`config.mk`:
```
export PLATFORM = sky130hd
export DESIGN_NAME = sfhp_port
export DESIGN_NICKNAME = d
export VERILOG_FILES = /design/src/rtl/sfhp_pkg.sv /design/src/rtl/sfhp_mem_if.sv /design/src/rtl/sfhp_mem.sv /design/src/rtl/sfhp_port.sv
export SDC_FILE = /design/constraint.sdc
export NUM_CORES = 1
export LEC_CHECK = 0
export BUFFER_PORTS_ARGS = -buffer_cell sky130_fd_sc_hd__buf_2
export CAP_MARGIN = 20
export CORE_MARGIN = 1.5
export CORE_UTILIZATION = 55
export DETAILED_ROUTE_END_ITERATION = 12
export PLACE_DENSITY_LB_ADDON = 0.08
export SYNTH_ARGS = -nofsm -noshare
export SYNTH_HDL_FRONTEND = slang
export SYNTH_SLANG_ARGS = --single-unit
```
`constraint.sdc`:
```
create_clock -name clk_sys -period 4 [get_ports clk_sys]
set_clock_uncertainty 0.2 [all_clocks]
set_input_delay 0.8 -clock clk_sys [delete_from_list [all_inputs] [get_ports clk_sys]]
set_output_delay 0.8 -clock clk_sys [all_outputs]
set_load 0.02 [all_outputs]
```
`src/rtl/sfhp_pkg.sv`:
```
/*
 * Shared constants and types for the synchronous FIFO host port.
 * Assumes one system clock at SYS_CLK_HZ; the link divider count is derived from it and LINK_PERIOD_NS.
 */
package sfhp_pkg;

    localparam int DATA_W           = 8;
    localparam int BUF_AW           = 4;
    localparam int BUF_DEPTH        = 16;
    localparam int CNT_W            = BUF_AW + 1;

    localparam int SYS_CLK_HZ       = 10_000_000;
    localparam int IFCLK_NOMINAL_HZ = 60_000_000;
    localparam int LINK_PERIOD_NS   = 800;
    localparam int SYS_PERIOD_NS    = 1_000_000_000 / SYS_CLK_HZ;
    localparam int LINK_HALF_CYCLES = (LINK_PERIOD_NS / 2) / SYS_PERIOD_NS;
    localparam int DIV_W            = 3;

    localparam logic [DIV_W-1:0]  DIV_LAST  = DIV_W'(LINK_HALF_CYCLES - 1);
    localparam logic [DIV_W-1:0]  DIV_RST   = 3'h0;
    localparam logic [CNT_W-1:0]  CNT_FULL  = CNT_W'(BUF_DEPTH);
    localparam logic [CNT_W-1:0]  CNT_RST   = 5'h00;
    localparam logic [BUF_AW-1:0] PTR_RST   = 4'h0;
    localparam logic [DATA_W-1:0] DATA_RST  = 8'h00;

    typedef logic [BUF_AW-1:0] sfhp_ptr_t;

    typedef enum logic [1:0]
    {
        SFHP_OFF  = 2'b01,
        SFHP_SYNC = 2'b10
    } sfhp_mode_e;

    function automatic sfhp_ptr_t sfhp_ptr_inc(input sfhp_ptr_t p);
        sfhp_ptr_inc = p + 4'h1;
    endfunction

    function automatic logic [CNT_W-1:0] sfhp_cnt_step(input logic [CNT_W-1:0] c,
                                                       input logic            inc,
                                                       input logic            dec);
        sfhp_cnt_step = c + CNT_W'(inc) - CNT_W'(dec);
    endfunction

endpackage

```
`src/rtl/sfhp_mem_if.sv`:
```
/*
 * Bundle between the port controller and one byte buffer memory.
 * Assumes the memory answers a read address one clock later.
 */
`timescale 1ns/100ps

interface sfhp_mem_if;
    import sfhp_pkg::*;

    logic              we;
    logic [BUF_AW-1:0] waddr;
    logic [DATA_W-1:0] wdata;
    logic [BUF_AW-1:0] raddr;
    logic [DATA_W-1:0] rdata;

    modport ctrl (output we, output waddr, output wdata, output raddr, input rdata);
    modport mem  (input we, input waddr, input wdata, input raddr, output rdata);
endinterface

```
`src/rtl/sfhp_mem.sv`:
```
/*
 * Small byte buffer memory, one write port and one registered read port.
 * Assumes a single clock shared with the controller.
 */
`timescale 1ns/100ps

module sfhp_mem
    import sfhp_pkg::*;
(
    input  wire logic clk_sys,
    input  wire logic reset,
    sfhp_mem_if.mem   bus
);

    logic [DATA_W-1:0] store [BUF_DEPTH];
    logic [DATA_W-1:0] next_rdata;
    logic [DATA_W-1:0] rdata_q;

    always_comb
    begin
        next_rdata = store[bus.raddr];
    end

    always_ff @(posedge clk_sys)
    begin
        if (bus.we)
        begin
            store[bus.waddr] <= bus.wdata;
        end
    end

    always_ff @(posedge clk_sys)
    begin
        if (reset)
        begin
            rdata_q <= DATA_RST;
        end
        else
        begin
            rdata_q <= next_rdata;
        end
    end

    assign bus.rdata = rdata_q;

endmodule

```
`src/rtl/sfhp_port.sv`:
```
/*
 * Single-channel synchronous parallel FIFO port on channel A.
 * Assumes the USB engine side runs on clk_sys; strobes, output enable, data
 * and the send-now pin come from outside and are synchronised here.
 */
`timescale 1ns/100ps

// Contract
// - Synchronous FIFO mode exists on channel A only and disables channel B while active.
// - The mode is entered only with the FIFO personality set and a later bit-mode request.
// - Transfers happen on rising edges of the interface clock the device drives out.
// - The interface clock is generated and driven continuously while the mode is active.
// - The data bus is an input and is driven only while output enable is low.
// - Data-available stays high with no receive byte and low signals readable data.
// - One receive byte moves on every clock edge with data-available and read strobe low.
// - When the read strobe falls the current receive byte is on the bus.
// - With read strobe low the next byte is fetched each clock until it rises.
// - Space-available stays high when the transmit buffer is full and low permits writing.
// - One byte is captured on every clock edge with space-available and write strobe low.
// - With write strobe low a further byte is stored each clock until it rises.
// - When suspended with remote wakeup enabled a low send-now pulse requests resume.
// - In normal operation a low send-now pulse flushes pending transmit data at next bulk-in.
module sfhp_port
    import sfhp_pkg::*;
(
    input  wire logic              clk_sys,
    input  wire logic              reset,
    input  wire logic              cfg_fifo_personality,
    input  wire logic              bitmode_sync_req,
    input  wire logic              bitmode_exit_req,
    input  wire logic              usb_suspended,
    input  wire logic              remote_wakeup_en,
    output logic                   mode_active,
    output logic                   channel_b_disabled,
    output logic                   interface_clock_out,
    output logic                   rx_data_avail_n,
    output logic                   tx_space_avail_n,
    input  wire logic              rd_strobe_n,
    input  wire logic              wr_strobe_n,
    input  wire logic              output_enable_n,
    input  wire logic [DATA_W-1:0] port_a_data_in,
    output logic      [DATA_W-1:0] port_a_data_out,
    output logic                   port_a_data_oe_n,
    input  wire logic              send_now_wakeup_n,
    output logic                   power_enable_n,
    output logic                   resume_request,
    input  wire logic              bulk_in_req,
    output logic                   tx_flush,
    input  wire logic              rx_in_valid,
    input  wire logic [DATA_W-1:0] rx_in_data,
    output logic                   rx_in_ready,
    output logic                   tx_out_valid,
    output logic      [DATA_W-1:0] tx_out_data,
    input  wire logic              tx_out_ready
);

    sfhp_mode_e        mode;
    sfhp_mode_e        next_mode;

    logic [DIV_W-1:0]  div_cnt;
    logic [DIV_W-1:0]  next_div_cnt;
    logic              ifclk;
    logic              next_ifclk;
    logic              rise_tick;

    logic [3:0]        pin_s1;
    logic [3:0]        pin_s2;
    logic [DATA_W-1:0] din_s1;
    logic [DATA_W-1:0] din_s2;
    logic              send_now_wakeup_n_q;
    logic              rd_n;
    logic              wr_n;
    logic              oe_n;
    logic              send_now_wakeup_n_n;
    logic              send_now_wakeup_n_fall;

    sfhp_ptr_t         rx_wptr;
    sfhp_ptr_t         rx_rptr;
    sfhp_ptr_t         tx_wptr;
    sfhp_ptr_t         tx_rptr;
    logic [CNT_W-1:0]  rx_cnt;
    logic [CNT_W-1:0]  tx_cnt;
    sfhp_ptr_t         next_rx_wptr;
    sfhp_ptr_t         next_rx_rptr;
    sfhp_ptr_t         next_tx_wptr;
    sfhp_ptr_t         next_tx_rptr;
    logic [CNT_W-1:0]  next_rx_cnt;
    logic [CNT_W-1:0]  next_tx_cnt;
    logic              tx_settled;
    logic              next_tx_settled;

    logic              rx_push;
    logic              rx_pop;
    logic              tx_push;
    logic              tx_pop;

    logic              rxf_n;
    logic              txe_n;
    logic              data_oe_n;
    logic              pwr_n;
    logic              resume_q;
    logic              flush_pending;
    logic              flush_q;
    logic              next_rxf_n;
    logic              next_txe_n;
    logic              next_data_oe_n;
    logic              next_resume;
    logic              next_flush_pending;
    logic              next_flush;

    sfhp_mem_if        rx_bus ();
    sfhp_mem_if        tx_bus ();

    sfhp_mem u_rx_mem
    (
        .clk_sys (clk_sys),
        .reset   (reset),
        .bus     (rx_bus)
    );

    sfhp_mem u_tx_mem
    (
        .clk_sys (clk_sys),
        .reset   (reset),
        .bus     (tx_bus)
    );

    // Mode entry and exit
    always_comb
    begin
        next_mode = mode;
        unique case (mode)
            SFHP_OFF:
            begin
                if (cfg_fifo_personality && bitmode_sync_req)
                begin
                    next_mode = SFHP_SYNC;
                end
            end
            SFHP_SYNC:
            begin
                if (bitmode_exit_req || !cfg_fifo_personality)
                begin
                    next_mode = SFHP_OFF;
                end
            end
        endcase
    end

    always_ff @(posedge clk_sys)
    begin
        if (reset)
        begin
            mode <= SFHP_OFF;
        end
        else
        begin
            mode <= next_mode;
        end
    end

    assign mode_active        = (mode == SFHP_SYNC);
    assign channel_b_disabled = mode_active;

    // Interface clock divider, runs only in the mode
    always_comb
    begin
        next_div_cnt = DIV_RST;
        next_ifclk   = 1'b0;
        if (mode_active)
        begin
            next_div_cnt = div_cnt + 3'h1;
            next_ifclk   = ifclk;
            if (div_cnt == DIV_LAST)
            begin
                next_div_cnt = DIV_RST;
                next_ifclk   = !ifclk;
            end
        end
    end

    always_ff @(posedge clk_sys)
    begin
        if (reset)
        begin
            div_cnt <= DIV_RST;
            ifclk   <= 1'b0;
        end
        else
        begin
            div_cnt <= next_div_cnt;
            ifclk   <= next_ifclk;
        end
    end

    assign interface_clock_out = ifclk;
    assign rise_tick           = mode_active && !ifclk && (div_cnt == DIV_LAST);

    // Pin synchronisers
    always_ff @(posedge clk_sys)
    begin
        if (reset)
        begin
            pin_s1 <= 4'hf;
            pin_s2 <= 4'hf;
            din_s1 <= DATA_RST;
            din_s2 <= DATA_RST;
            send_now_wakeup_n_q <= 1'b1;
        end
        else
        begin
            pin_s1 <= {send_now_wakeup_n, output_enable_n, wr_strobe_n, rd_strobe_n};
            pin_s2 <= pin_s1;
            din_s1 <= port_a_data_in;
            din_s2 <= din_s1;
            send_now_wakeup_n_q <= pin_s2[3];
        end
    end

    assign rd_n      = pin_s2[0];
    assign wr_n      = pin_s2[1];
    assign oe_n      = pin_s2[2];
    assign send_now_wakeup_n_n    = pin_s2[3];
    assign send_now_wakeup_n_fall = send_now_wakeup_n_q && !send_now_wakeup_n_n;

    // Pin-side transfers on the interface clock rising edge, engine-side transfers on any clk_sys cycle
    assign rx_pop  = rise_tick && !rxf_n && !rd_n;
    assign tx_push = rise_tick && !txe_n && !wr_n;
    assign rx_push = rx_in_valid && rx_in_ready;
    assign tx_pop  = tx_out_valid && tx_out_ready;

    always_comb
    begin
        next_rx_wptr    = rx_push ? sfhp_ptr_inc(rx_wptr) : rx_wptr;
        next_rx_rptr    = rx_pop ? sfhp_ptr_inc(rx_rptr) : rx_rptr;
        next_tx_wptr    = tx_push ? sfhp_ptr_inc(tx_wptr) : tx_wptr;
        next_tx_rptr    = tx_pop ? sfhp_ptr_inc(tx_rptr) : tx_rptr;
        next_rx_cnt     = sfhp_cnt_step(rx_cnt, rx_push, rx_pop);
        next_tx_cnt     = sfhp_cnt_step(tx_cnt, tx_push, tx_pop);
        next_tx_settled = !(tx_push || tx_pop);
    end

    always_ff @(posedge clk_sys)
    begin
        if (reset)
        begin
            rx_wptr    <= PTR_RST;
            rx_rptr    <= PTR_RST;
            tx_wptr    <= PTR_RST;
            tx_rptr    <= PTR_RST;
            rx_cnt     <= CNT_RST;
            tx_cnt     <= CNT_RST;
            tx_settled <= 1'b0;
        end
        else
        begin
            rx_wptr    <= next_rx_wptr;
            rx_rptr    <= next_rx_rptr;
            tx_wptr    <= next_tx_wptr;
            tx_rptr    <= next_tx_rptr;
            rx_cnt     <= next_rx_cnt;
            tx_cnt     <= next_tx_cnt;
            tx_settled <= next_tx_settled;
        end
    end

    assign rx_bus.we    = rx_push;
    assign rx_bus.waddr = rx_wptr;
    assign rx_bus.wdata = rx_in_data;
    assign rx_bus.raddr = next_rx_rptr;
    assign tx_bus.we    = tx_push;
    assign tx_bus.waddr = tx_wptr;
    assign tx_bus.wdata = din_s2;
    assign tx_bus.raddr = next_tx_rptr;

    assign rx_in_ready  = (rx_cnt != CNT_FULL);
    assign tx_out_valid = (tx_cnt != CNT_RST) && tx_settled;
    assign tx_out_data  = tx_bus.rdata;

    // Handshake flags, bus drive and send-now handling
    always_comb
    begin
        next_rxf_n         = !mode_active || (next_rx_cnt == CNT_RST);
        next_txe_n         = !mode_active || (next_tx_cnt == CNT_FULL);
        next_data_oe_n     = !(mode_active && !oe_n);
        next_resume        = send_now_wakeup_n_fall && pwr_n && remote_wakeup_en;
        next_flush         = flush_pending && bulk_in_req;
        next_flush_pending = flush_pending;
        if (next_flush)
        begin
            next_flush_pending = 1'b0;
        end
        if (send_now_wakeup_n_fall && !pwr_n)
        begin
            next_flush_pending = 1'b1;
        end
    end

    always_ff @(posedge clk_sys)
    begin
        if (reset)
        begin
            rxf_n         <= 1'b1;
            txe_n         <= 1'b1;
            data_oe_n     <= 1'b1;
            pwr_n         <= 1'b1;
            resume_q      <= 1'b0;
            flush_pending <= 1'b0;
            flush_q       <= 1'b0;
        end
        else
        begin
            rxf_n         <= next_rxf_n;
            txe_n         <= next_txe_n;
            data_oe_n     <= next_data_oe_n;
            pwr_n         <= usb_suspended;
            resume_q      <= next_resume;
            flush_pending <= next_flush_pending;
            flush_q       <= next_flush;
        end
    end

    assign rx_data_avail_n  = rxf_n;
    assign tx_space_avail_n = txe_n;
    assign port_a_data_oe_n = data_oe_n;
    assign port_a_data_out  = rx_bus.rdata;
    assign power_enable_n   = pwr_n;
    assign resume_request   = resume_q;
    assign tx_flush         = flush_q;

endmodule

```
==> run_results.csv <==
group,metric,value,unit
run_status,status,"finished clean",
floorplanning,coreArea,27800,sq um
synth,synthArstFlopShare,0,%
setup_path,path_class,"reg -> reg",
layout,multi_input_area,5790,sq um
drt,ant_nets,0,
place,dp_hpwl,23300,um
clock_tree,cts_buffers,37,
synth,syn_area_per_cell,13.7,sq um
layout,regArea,9310,sq um
layout,instances_no_fill,1608,
clock_tree,root_buffer,"clkbuf_16",
floorplanning,start_util,55.9,%
job,cap_violations,0,
pwr,power_density,477,nW/um^2
min_path,hold_class,"reg -> reg",
timing,clock.fmax,0.305,GHz
grt,grt_use_total,24.6,%
clock_tree,clk_path_buf_depth,3,
floorplanning,die_w,171,um
place,gp_congestion,0.808,
drt,drc,0,
timing,rsz0062_at_grt,"no",
timing,layout_min_cycle_time,3.28,ns
synth,synth_cell_types,74,
setup_path,crit_required,4.22,ns
drt,wl_per_cell,21.9,um
timing,worst_pin_slew,1.04,ns
place,io_buffers,56,
synth,ys_seq_area_share,59.9,%
drt,drtIter0Drc,848,
clock_tree,htree_levels,2,
timing,period_share,81.9,%
grt,grt_pass1_vias,9635,
layout,fill_cells,2188,
drt,drt-total-wl,35200,um
setup_path,cp.buffers_inverters,5,
layout,drive_gt1_share,20.8,%
synth,synth_edf_count,256,
grt,antenna_found_initial,0,
setup_path,end_kind,"register",
timing,final_max_slew_viol_count,0,
clock_tree,cts.repair.resized,0,
drt,vias,9698,
synth,yosysWarnings,0,
synth,ys.flop_type,"edfxtp_1",
setup_path,worst_path_dominant_cell_family,"adder cells",
layout,diodes,0,
synth,synth_fp_nets,1190,
clock_tree,clock-sinks,337,
clock_tree,ctsHoldBuffers,0,
clock_tree,clkTransAtPathRegs,0.06,ns
floorplanning,rows,61,
synth,ys_seq_elements,337,
timing,setup_tns,0,ns
floorplanning,die_area,29300,sq um
pwr,peakVddDrop,0.000412,V
synth,synth_area,15500,sq um
drt,drtPass1Iterations,8,
synth,syn-instance-count,1133,
grt,grt_max_degree,55,
grt,grt_overflow,0,
grt,grt_pass1_wl,53700,um
layout,final_nets,1261,
timing,hold_ws,0.203,ns
layout,area_growth,12.7,%
floorplanning,ioPinCount,57,
timing,setup_viol,0,
drt,viasPerCell,6.03,
setup_path,crit_chain,"ha_1, ha_1, nand4bb_2, nor3_2, buf_4, inv_1, ha_1, inv_1, ha_1, inv_1, fa_1, inv_1, a21oi_1, nor2_1, nor2_1, xnor2_1, o31ai_1",
setup_path,slowest_delay,0.42,ns
setup_path,crit_path_start_kind,"register",
timing,slew_headroom,30.1,%
setup_path,crit_fanout,8,
place,dp.cells,1543,
clock_tree,cts_tree,"done",
pwr,p_leak,5.80,nW
clock_tree,insertion_delay,0.51,ns
floorplanning,fp.dieH,171,um
setup_path,crit_slowest_cell,"fa_1",
timing,final-hold-violation-count,0,
clock_tree,post_cts_buffers,0,
setup_path,critical_path_arrival,3.50,ns
per-stage QoR:
step | power (mW) | utilization (%) | setup WS, ns | cell area [sq um]
6_report | 8.35 | 63.1 | 0.723 | 17500
5_1_grt | 8.64 | 63.1 | 0.503 | 17500
4_1_cts | 8.41 | 63.1 | 0.679 | 17500
3_5_place_dp | 5.08 | 58.7 | 0.687 | 16300
3_3_place_gp | 5.07 | 58.7 | 0.768 | 16300
2_1_floorplan | 4.78 | - | 0.811 | 15500
registers in the layout (all words and copies together) (netlist names), 2 cells and up:
register	cells
u_rx_mem.store	128
u_tx_mem.store	128
din_s1	8
din_s2	8
u_rx_mem.bus.rdata	8
u_tx_mem.bus.rdata	8
rx_cnt	5
tx_cnt	5
pin_s1	4
pin_s2	4
rx_bus.waddr	4
rx_rptr	4
tx_bus.waddr	4
tx_rptr	4
div_cnt	3
mode	2
final timing paths:
path | slack [ns] | end | from | cells after the start
setup / recovery | 0.72 | tx_space_avail_n | div_cnt[0] | 17
hold / removal | 0.20 | port_a_data_oe_n | pin_s2[2] | 1
setup reg to reg | 0.72 | tx_space_avail_n | div_cnt[0] | 17
hold reg to reg | 0.20 | port_a_data_oe_n | pin_s2[2] | 1
placed cells by master, fill, tap and decap left out, types with 6 or more instances in the layout:
cell type  count
nand2_1       70
nor3_1        14
o21a_1         7
o31ai_1        7
a21oi_1       47
o2111a_1       6
clkbuf_1       7
mux2i_1      115
o21ai_0       18
or2_2         16
buf_4         46
dfxtp_1       79
mux2_2        18
nor2_1        75
a221o_1        8
clkbuf_8      11
buf_2         56
a2111oi_0      6
xnor2_1       11
inv_1         25
nand2b_1       9
nand3_1       26
edfxtp_1     256
ha_1          24
nor2b_1       30
xor2_1        11
a221oi_1      21
o211ai_1      14
mux4_2        46
o22ai_1       17
clkbuf_16     37
layer usage:
metal	share of wire, %	vias up	GRT usage [%]
met5	0	-	0
met3	4.5	72	3.17
met4	3.5	0	9.84
met2	52	277	44.5
li1	-	4513	-
met1	40	4836	29.8
area by class of cell:
class,instances,share of cell area (%)
clock buffer,56,6.34
clock inverter,9,0.600
inverter,29,0.621
multi-input combinational,697,33.0
sequential,337,53.2
tap,378,2.70
timing repair buffer,102,3.57
cell families after synthesis:
kind of cell,after synthesis,synth area share (%)
mux,181,15.6
simple gates,266,8.52
xor+xnor,24,1.47
buf+inv,99,2.98
compound gates,199,9.23
flops,337,59.9
fa+ha+maj,27,2.27
synthesized netlist by cell type (6+ instances only):
master     instances  area share [%]
or2_2             16            0.64
ha_1              25             2.0
a221oi_1          21             1.2
o22ai_1           17            0.68
o211ai_1          14            0.68
nand2_1           70             1.7
o2111a_1           6            0.43
clkbuf_1          22            0.53
buf_4             11            0.53
mux4_2            46             6.7
buf_1              7            0.17
nor2_1            75             1.8
nor3_1            14            0.45
nor2b_1           30             1.2
nand3_1           26            0.84
a21oi_1           48             1.5
a221o_1            8            0.52
o31ai_1            7            0.34
a2111oi_0          6            0.34
edfxtp_1         256              49
mux2i_1          115             7.4
nand2b_1           9            0.36
dfxtp_1           81              10
xor2_1            12            0.68
mux2_2            18             1.3
xnor2_1           11            0.62
o21a_1             7            0.34
o21ai_0           18            0.58
buf_2             27            0.87
inv_1             25            0.60
power by group:
part           internal (mW)  switching, mW  leakage [nW]
combinational          0.457          0.581          2.20
clock                   2.04           1.31         0.597
sequential              3.88         0.0815          3.00
total                   6.38           1.97          5.80
(Power assumes the default switching activity.)
